===== src/verilog/sdcts_pkg.sv =====
package sdcts_pkg;
  // Register byte offsets
  localparam logic [11:0] OFS_RFC = 12'h000;
  localparam logic [11:0] OFS_RP = 12'h004;
  localparam logic [11:0] OFS_RRD = 12'h008;
  localparam logic [11:0] OFS_WR = 12'h00c;
  localparam logic [11:0] OFS_WTR = 12'h010;
  localparam logic [11:0] OFS_XP = 12'h014;
  localparam logic [11:0] OFS_XSR = 12'h018;
  localparam logic [11:0] OFS_ESR = 12'h01c;
  localparam logic [11:0] OFS_STATUS = 12'h020;
  // Field positions
  localparam int RFC_LSB = 0;
  localparam int SRFC_LSB = 5;
  localparam int RP_LSB = 0;
  localparam int SRP_LSB = 3;
  // Values after reset
  localparam logic [4:0] RST_RFC = 5'h1f;
  localparam logic [4:0] RST_SRFC = 5'h1f;
  localparam logic [2:0] RST_RP = 3'h7;
  localparam logic [2:0] RST_SRP = 3'h7;
  localparam logic [3:0] RST_RRD = 4'hf;
  localparam logic [2:0] RST_WR = 3'h7;
  localparam logic [2:0] RST_WTR = 3'h7;
  localparam logic [7:0] RST_XP = 8'hff;
  localparam logic [7:0] RST_XSR = 8'hff;
  localparam logic [7:0] RST_ESR = 8'hff;
  // Scheduler spacing is the field plus this many bus cycles
  localparam logic [5:0] SCHED_ADD = 6'h03;
endpackage


===== src/verilog/sdcts_timing.sv =====
`timescale 1ns/10ps
// Overview of operation
// - Spacing registers accessible only in configuration or reduced-activity state.
// - Unused upper bits read undefined (zero here); software writes zero.
// - After refresh, block every command for the refresh recovery count.
// - Scheduler spaces commands after refresh by field value plus three.
// - After precharge, block activate for the precharge recovery count.
// - Scheduler spaces activate after precharge by field value plus three.
// - Activates to different banks separated by the cross-bank count.
// - After a write, block precharge to that bank for the count.
// - After a write, block reads for the write turnaround count.
// - After power-down exit, block commands for the programmed count.
// - After self-refresh exit, block commands for the programmed count.
// - After self-refresh entry, block commands for the programmed count.
module sdcts_timing #(
  parameter int BANK_W = 2
) (
  // Clock and reset
  input wire logic pclk,
  input wire logic presetn,
  // APB slave
  input wire logic psel,
  input wire logic penable,
  input wire logic pwrite,
  input wire logic [11:0] paddr,
  input wire logic [31:0] pwdata,
  output logic [31:0] prdata,
  output logic pready,
  output logic pslverr,
  // Controller state
  input wire logic ctl_config,
  input wire logic ctl_low_power,
  // Issued commands, one-cycle pulses
  input wire logic cmd_refresh,
  input wire logic cmd_precharge,
  input wire logic [BANK_W-1:0] pre_bank,
  input wire logic cmd_activate,
  input wire logic [BANK_W-1:0] act_bank,
  input wire logic cmd_write,
  input wire logic [BANK_W-1:0] wr_bank,
  input wire logic pd_exit,
  input wire logic sr_exit,
  input wire logic sr_entry,
  // Permits, combinational
  output logic cmd_any_ok,
  output logic act_ok,
  output logic pre_ok,
  output logic rd_ok
);

  typedef struct packed {
    logic [4:0] rfc_v;
    logic [4:0] srfc_v;
    logic [2:0] rp_v;
    logic [2:0] srp_v;
    logic [3:0] rrd_v;
    logic [2:0] wr_v;
    logic [2:0] wtr_v;
    logic [7:0] xp_v;
    logic [7:0] xsr_v;
    logic [7:0] esr_v;
    logic [4:0] rfc_c;
    logic [5:0] srfc_c;
    logic [2:0] rp_c;
    logic [3:0] srp_c;
    logic [3:0] rrd_c;
    logic [BANK_W-1:0] rrd_bank;
    logic [2:0] wr_c;
    logic [BANK_W-1:0] wr_bank;
    logic [2:0] wtr_c;
    logic [7:0] xp_c;
    logic [7:0] xsr_c;
    logic [7:0] esr_c;
    logic [31:0] rdata;
    logic slverr;
  } sdcts_st_t;

  sdcts_st_t st_r;
  sdcts_st_t st_nxt;

  logic win;
  logic setup;
  logic do_wr;
  logic known;
  logic is_timing;
  logic [9:0] busy;

  function automatic logic [7:0] dec8(input logic [7:0] c);
    return (c == 8'h00) ? 8'h00 : c - 8'h01;
  endfunction

  assign win = ctl_config | ctl_low_power;
  assign setup = psel & ~penable;
  assign is_timing = (paddr[11:5] == 7'h00) && (paddr[1:0] == 2'b00);
  assign known = is_timing || (paddr == sdcts_pkg::OFS_STATUS);
  // Write commits at the access edge; slave never waits
  assign do_wr = psel & penable & pwrite & win & is_timing;
  assign pready = 1'b1;
  assign prdata = st_r.rdata;
  assign pslverr = st_r.slverr;

  assign busy = {st_r.esr_c != 8'h00, st_r.xsr_c != 8'h00, st_r.xp_c != 8'h00,
                 st_r.wtr_c != 3'h0, st_r.wr_c != 3'h0, st_r.rrd_c != 4'h0,
                 st_r.srp_c != 4'h0, st_r.rp_c != 3'h0, st_r.srfc_c != 6'h00,
                 st_r.rfc_c != 5'h00};

  // Permits look at counters and bank numbers, never at command pulses, so a new
  // command in the same cycle cannot shorten its own spacing
  always_comb begin
    cmd_any_ok = (st_r.rfc_c == 5'h00) && (st_r.srfc_c == 6'h00)
                 && (st_r.xp_c == 8'h00)
                 && (st_r.xsr_c == 8'h00)
                 && (st_r.esr_c == 8'h00);
    act_ok = cmd_any_ok && (st_r.rp_c == 3'h0)
             && (st_r.srp_c == 4'h0)
             && !((st_r.rrd_c != 4'h0) && (act_bank != st_r.rrd_bank));
    pre_ok = cmd_any_ok && !((st_r.wr_c != 3'h0) && (pre_bank == st_r.wr_bank));
    rd_ok = cmd_any_ok && (st_r.wtr_c == 3'h0);
  end

  always_comb begin
    st_nxt = st_r;
    // Register writes
    if (do_wr) begin
      unique case (paddr)
        sdcts_pkg::OFS_RFC: begin
          st_nxt.rfc_v = pwdata[sdcts_pkg::RFC_LSB +: 5];
          st_nxt.srfc_v = pwdata[sdcts_pkg::SRFC_LSB +: 5];
        end
        sdcts_pkg::OFS_RP: begin
          st_nxt.rp_v = pwdata[sdcts_pkg::RP_LSB +: 3];
          st_nxt.srp_v = pwdata[sdcts_pkg::SRP_LSB +: 3];
        end
        sdcts_pkg::OFS_RRD: st_nxt.rrd_v = pwdata[3:0];
        sdcts_pkg::OFS_WR: st_nxt.wr_v = pwdata[2:0];
        sdcts_pkg::OFS_WTR: st_nxt.wtr_v = pwdata[2:0];
        sdcts_pkg::OFS_XP: st_nxt.xp_v = pwdata[7:0];
        sdcts_pkg::OFS_XSR: st_nxt.xsr_v = pwdata[7:0];
        sdcts_pkg::OFS_ESR: st_nxt.esr_v = pwdata[7:0];
        default: ;
      endcase
    end
    // Read data and error prepared in setup, presented in access phase
    if (setup) begin
      st_nxt.rdata = 32'h0000_0000;
      st_nxt.slverr = !known || (is_timing && !win);
      if (!pwrite && win) begin
        unique case (paddr)
          // Upper bits read as zero
          sdcts_pkg::OFS_RFC: st_nxt.rdata = {22'h0, st_r.srfc_v, st_r.rfc_v};
          sdcts_pkg::OFS_RP: st_nxt.rdata = {26'h0, st_r.srp_v, st_r.rp_v};
          sdcts_pkg::OFS_RRD: st_nxt.rdata = {28'h0, st_r.rrd_v};
          sdcts_pkg::OFS_WR: st_nxt.rdata = {29'h0, st_r.wr_v};
          sdcts_pkg::OFS_WTR: st_nxt.rdata = {29'h0, st_r.wtr_v};
          sdcts_pkg::OFS_XP: st_nxt.rdata = {24'h000000, st_r.xp_v};
          sdcts_pkg::OFS_XSR: st_nxt.rdata = {24'h000000, st_r.xsr_v};
          sdcts_pkg::OFS_ESR: st_nxt.rdata = {24'h000000, st_r.esr_v};
          default: ;
        endcase
      end
      if (!pwrite && (paddr == sdcts_pkg::OFS_STATUS)) begin
        st_nxt.rdata = {21'h0, win, busy};
      end
    end
    // Down-counters; a fresh issue reloads and wins over the decrement
    st_nxt.rfc_c = 5'(dec8({3'h0, st_r.rfc_c}));
    st_nxt.srfc_c = 6'(dec8({2'h0, st_r.srfc_c}));
    st_nxt.rp_c = 3'(dec8({5'h00, st_r.rp_c}));
    st_nxt.srp_c = 4'(dec8({4'h0, st_r.srp_c}));
    st_nxt.rrd_c = 4'(dec8({4'h0, st_r.rrd_c}));
    st_nxt.wr_c = 3'(dec8({5'h00, st_r.wr_c}));
    st_nxt.wtr_c = 3'(dec8({5'h00, st_r.wtr_c}));
    st_nxt.xp_c = dec8(st_r.xp_c);
    st_nxt.xsr_c = dec8(st_r.xsr_c);
    st_nxt.esr_c = dec8(st_r.esr_c);
    if (cmd_refresh) begin
      st_nxt.rfc_c = st_r.rfc_v;
      st_nxt.srfc_c = {1'b0, st_r.srfc_v} + sdcts_pkg::SCHED_ADD;
    end
    if (cmd_precharge) begin
      st_nxt.rp_c = st_r.rp_v;
      st_nxt.srp_c = {1'b0, st_r.srp_v} + 4'(sdcts_pkg::SCHED_ADD);
    end
    if (cmd_activate) begin
      st_nxt.rrd_c = st_r.rrd_v;
      st_nxt.rrd_bank = act_bank;
    end
    if (cmd_write) begin
      st_nxt.wr_c = st_r.wr_v;
      st_nxt.wr_bank = wr_bank;
      st_nxt.wtr_c = st_r.wtr_v;
    end
    if (pd_exit) begin
      st_nxt.xp_c = st_r.xp_v;
    end
    if (sr_exit) begin
      st_nxt.xsr_c = st_r.xsr_v;
    end
    if (sr_entry) begin
      st_nxt.esr_c = st_r.esr_v;
    end
  end

  always_ff @(posedge pclk or negedge presetn) begin
    if (!presetn) begin
      st_r <= '0;
      st_r.rfc_v <= sdcts_pkg::RST_RFC;
      st_r.srfc_v <= sdcts_pkg::RST_SRFC;
      st_r.rp_v <= sdcts_pkg::RST_RP;
      st_r.srp_v <= sdcts_pkg::RST_SRP;
      st_r.rrd_v <= sdcts_pkg::RST_RRD;
      st_r.wr_v <= sdcts_pkg::RST_WR;
      st_r.wtr_v <= sdcts_pkg::RST_WTR;
      st_r.xp_v <= sdcts_pkg::RST_XP;
      st_r.xsr_v <= sdcts_pkg::RST_XSR;
      st_r.esr_v <= sdcts_pkg::RST_ESR;
    end else begin
      st_r <= st_nxt;
    end
  end
endmodule


===== config.mk =====
export PLATFORM = sky130hd
export DESIGN_NAME = sdcts_timing
export DESIGN_NICKNAME = d
export VERILOG_FILES = /design/src/verilog/sdcts_pkg.sv /design/src/verilog/sdcts_timing.sv
export SDC_FILE = /design/constraint.sdc
export NUM_CORES = 1
export LEC_CHECK = 0
export BUFFER_PORTS_ARGS = -buffer_cell sky130_fd_sc_hd__clkbuf_2
export CAP_MARGIN = 25
export CORE_MARGIN = 1.5
export CORE_UTILIZATION = 35
export CTS_CLUSTER_SIZE = 20
export DETAILED_ROUTE_END_ITERATION = 12
export PLACE_DENSITY_LB_ADDON = 0.08
export REMOVE_ABC_BUFFERS = 1
export SKIP_LAST_GASP = 1
export SLEW_MARGIN = 20
export SYNTH_ARGS = -nofsm -noshare
export SYNTH_HDL_FRONTEND = slang
export SYNTH_SLANG_ARGS = --single-unit

===== constraint.sdc =====
create_clock -name pclk -period 3 [get_ports pclk]
set_clock_uncertainty 0.15 [all_clocks]
set_input_delay 0.6 -clock pclk [delete_from_list [all_inputs] [get_ports pclk]]
set_output_delay 0.6 -clock pclk [all_outputs]
set_load 0.005 [all_outputs]

; ---- Yosys cells after proc, flatten, opt, wreduce, memory -nomap -nowiden
; Index checks and enable logic that the tools add are counted.
[totals]
latchBits = 0
n_memories = 0
romBits = 0
regBits = 139
inputBits = 64
mem_bits_rw = 0
out_inout_bits = 38
[classes]
div_mod_pow = 0
reduce_logical = 53
shift = 0
eq_ne = 10
bitwise_logic = 7
order_cmp = 0
mul = 0
muxes = 20
n_addsub = 12
[ops]
columns = cell, n
row1 = $pmux W10 S8, 1
row2 = $mux W8, 7
row3 = $eq A12 B5 Y1 const B, 4
row4 = $mux W32, 1
row5 = $eq A12 B4 Y1 const B, 2
row6 = $logic_not A8 Y1, 3
row7 = $reduce_bool A8 Y1, 3
row8 = $sub A8 B1 Y8 const B, 3
row9 = $reduce_and A2 Y1, 8
row10 = $logic_and A1 B1 Y1, 15
row11 = $eq A12 B3 Y1 const B, 1
row12 = $eq A12 B6 Y1 const B, 1
row13 = $logic_not A12 Y1, 1
row14 = $mux W6, 2
row15 = $mux W11, 1
row16 = $mux W10, 1
row17 = $logic_not A3 Y1, 3
row18 = $mux W3, 3
row19 = $reduce_bool A3 Y1, 3
row20 = $sub A3 B1 Y3 const B, 3
row21 = $logic_not A4 Y1, 2
row22 = $mux W4, 2
row23 = $reduce_bool A4 Y1, 2
row24 = $sub A4 B1 Y4 const B, 2
row25 = other kinds (19), 28

; ---- Longest topological paths before layout
[logic_depth]
ltp_word = 8
mapped_depth = 6

; ---- Least setup slack after synthesis
; OpenSTA, ideal clock, no wires.
[synth_timing]
path_kind = flip-flop to output port
startpoint = register st_r[49] in the netlist's numbering
endpoint = output act_ok
path_slack_ns = 0.102
stages_incl_launch_ff = 7
t_arrival_ns = 2.148
required_time_ns = 2.250
cell_sequence = dfrtp_1 > inv_1 > ha_1 > or4b_2 > nor4_2 > and4_1 > and4b_1
[synth_between]
elab_chain_len = 7
[synth_rtl]
columns = element, line
row1 = start: declaration, sdcts_timing.sv:78  ; sdcts_st_t st_r;
row2 = start signal: assignment, sdcts_timing.sv:218  ; st_r <= st_nxt;
row3 = $logic_not A8 Y1, sdcts_timing.sv:111  ; && (st_r.xp_c == 8'h00)
row4 = $logic_and A1 B1 Y1, sdcts_timing.sv:111
row5 = $logic_and A1 B1 Y1, sdcts_timing.sv:112  ; && (st_r.xsr_c == 8'h00)
row6 = $logic_and A1 B1 Y1, sdcts_timing.sv:113  ; && (st_r.esr_c == 8'h00);
row7 = net cmd_any_ok, sdcts_timing.sv:45  ; output logic cmd_any_ok,
row8 = $logic_and A1 B1 Y1, sdcts_timing.sv:114  ; act_ok = cmd_any_ok && (st_r.rp_c == 3'h0)
row9 = $logic_and A1 B1 Y1, sdcts_timing.sv:115  ; && (st_r.srp_c == 4'h0)
row10 = $logic_and A1 B1 Y1, sdcts_timing.sv:116  ; && !((st_r.rrd_c != 4'h0) && (act_bank != st_r.rrd_bank));
row11 = end: declaration, sdcts_timing.sv:46  ; output logic act_ok,
; The timed path passes the listed nets, and every way through them passes these cells.

; ---- Final worst setup path
[layout_timing]
startpoint = register st_r[49] in the netlist's numbering
endpoint = output act_ok
[layout_between]
elab_chain_len = 7
[layout_rtl]
columns = element, line
row1 = $logic_not A8 Y1, sdcts_timing.sv:111
row2 = $logic_and A1 B1 Y1, sdcts_timing.sv:111
row3 = $logic_and A1 B1 Y1, sdcts_timing.sv:112
row4 = $logic_and A1 B1 Y1, sdcts_timing.sv:113
row5 = $logic_and A1 B1 Y1, sdcts_timing.sv:114
row6 = $logic_and A1 B1 Y1, sdcts_timing.sv:115
row7 = $logic_and A1 B1 Y1, sdcts_timing.sv:116
; No other way between the ends.

==> metrics.txt <==
Core Region=18000 um2; largest area contributor in the netlist=dfrtp_1; ys async rst share=100%; critical path class=reg2out; register area share after synthesis=47.1%; DP Worst Slack=0.0632 ns; register share of total power=36.4%; CP Launch Type=register; first-pass GRT wire length=27000 um; final worst path period share=103%; antenna-violating nets left=0; Fin Hold WS=0.267 ns; IO Port Bufs=57; drt first pass iters=4; arrival time of the worst setup path=2.35 ns; WP data required=2.25 ns; most frequent cells in the layout=dfrtp_1, mux2_2, clkbuf_2; DRT Wirelength=17000 um; Slew @ Worst Pin=0.628 ns; syn avg cell area=10.9 um2; Max VDD drop=565 uV; top post-synthesis cells by area=dfrtp_1, dfstp_2, mux2_2; Mapped Cells=588; post-synth top area share=26.6%; FF+latch count, synth=118; failing checks=setup timing; most common cell after layout, fill and taps aside=dfrtp_1; Achievable Freq=323 MHz; Chip Height=138 um; minimum clock period after layout=3.10 ns; CTS max path bufs=2; die width=138 um; Pwr per Cell Area=675 nW/um2; Ys Warns=0; Root Driver=clkbuf_16; placement row count=49; Max Cap Violations=0; Synth Flop Type=dfrtp_1; num ports=102; Max Slew Vio Count=0; Comb pwr share=25.9%; via count=4750; TritonCTS Buffers=17; DRC viols=0; Die ar.=19100 um2; worst skew pair latency=0.42 ns; Final WS setup=-0.0960 ns; GPL Wtd Cong=0.836; Internal=0.00367 W; Leak=3.38 nW; area grow syn2layout=21.0%; RSZ-0062 raised after global routing=true; Slew HR=57.8%; # diodes=0; CP Max Fanout=3; CTS tree=done; vias in the first global route=4769; Sink Count=118; Final HPWL DP=12600 um; CP endpoint kind=primary output; # setup viols final=2; Hold Fails Final Rpt=0; First DRT Iteration DRCs=192; initial antenna violation count=0; Clock power frac=37.7%; initial core utilization=35.6%; DR vias/cell=5.20; htree depth=4; outcome=finished, violations left; Nets=751; Clock transition at path regs=0.05 ns; largest net degree at the start of global routing=60; DR WL/cell=18.6 um; aggregate global-route resource usage=18.4%; total grt overflow=0; switch share=29.8%; Post-Syn Area=6400 um2; hold crit path type=in2reg; number of synthesized flops with an enable pin=0; share of layout cells above drive strength 1=40.3%; Psw=0.00156 W; Yosys cell types=58
==> cells in the mapped netlist, drive strengths merged, types with 2 or more instances <==
master,n
and4,2
xnor2,18
a32o,6
clkbuf,16
buf,38
o2bb2ai,3
nand3,10
nor3,15
a22o,2
nor2,27
dfstp,50
a22oi,2
nand2,43
nor4b,5
xor2,7
inv,25
or3b,2
conb,2
nor4,11
nand4b,2
or4,8
or3,4
a32oi,9
or4b,5
o31ai,30
ha,15
a2bb2oi,5
mux2i,13
nand2b,5
dfrtp,68
mux2,66
nor3b,2
and2,4
o21ai,28
or2,7
a21o,2
a21oi,19
==> stage by stage <==
step | TNS [ns] | total power (W) | utilization [%] | cell area [um2] | cells
4_1_cts | -0.506 | 0.00509 | 42.5 | 7630 | 905
2_1_floorplan | 0 | 0.00259 | - | 6140 | 554
5_1_grt | -0.491 | 0.00549 | 43.1 | 7740 | 914
3_3_place_gp | 0 | 0.00298 | 38.8 | 6980 | 870
6_report | -0.135 | 0.00523 | 43.1 | 7740 | 914
3_5_place_dp | 0 | 0.00301 | 38.8 | 6980 | 870
==> repair_timing <==
item,4_1_cts,5_1_grt
hold endpoints to repair,18,0
setup buffers,2,9
gates resized for setup,12,8
hold buffers,1,0
pin swaps,4,5
setup endpoints to repair,4,4
==> power by group through the flow <==
stage	clock network [W]	registers, W	logic (W)
5_1_grt	0.00209	0.00192	0.00148
4_1_cts	0.00202	0.00189	0.00118
6_report	0.00197	0.00190	0.00135
3_3_place_gp	0	0.00190	0.00108
3_5_place_dp	0	0.00191	0.00110
2_1_floorplan	0	0.00187	0.000714
==> worst paths after layout <==
kind | startpoint | endpoint | slack, ns | cells past startpoint
setup / recovery | st_r[49] | act_ok | -0.1 | 8
hold / removal | wr_bank[1] | st_r[61] | 0.27 | 2
setup reg to reg | st_r[49] | prdata[7] | 0.65 | 7
hold reg to reg | pslverr | pslverr | 0.33 | 2
max in group asynchronous | presetn | st_r[138] | 1.38 | 3
min in group asynchronous | presetn | st_r[73] | 0.50 | 2
==> critical path, stage by stage (launching register included) <==
cell,delay (ns)
dfrtp_1,0.39
inv_2,0.08
ha_4,0.14
or4b_4,0.48
nor4_4,0.18
and4_1,0.24
buf_6,0.13
and4b_1,0.18
clkbuf_2,0.11
==> logic make-up (layout without fill, tap and decap cells) <==
logic type               Yosys count  in the layout  synth area share (%)
AO/OA/AOI/OAI                    115            115                  12.3
XOR/XNOR                          25             25                  3.42
adder cells (fa/ha/maj)           15             15                  2.93
buffers and inverters             79            156                  6.65
flip-flops                       118            118                  47.1
multiplexers                      79             79                  13.7
other                              2             22                 0.117
AND/OR/NAND/NOR                  155            155                  13.8
==> per-layer routing <==
layer / global-route usage, % / part of all wire [%]
met1: 25.2 / 47
met2: 29.5 / 48
met3: 3.67 / 3.9
met4: 5.76 / 1.3
met5: 0 / 0
==> sequential cells by signal (all words and copies together) (netlist names) <==
| name | cells |
|---|---|
| st_r | 106 |
| pslverr | 1 |
| prdata | 11 |
==> layout make-up <==
type,instances,area (um2)
well taps,229,287
clock inverters,13,133
clock buffers,19,443
inverters,25,93.8
repair buffers,99,654
flip-flops and latches,118,3020
fillers,1760,10200
multi-input cells,411,3110
No activity file was read; power rests on OpenSTA's default activity.
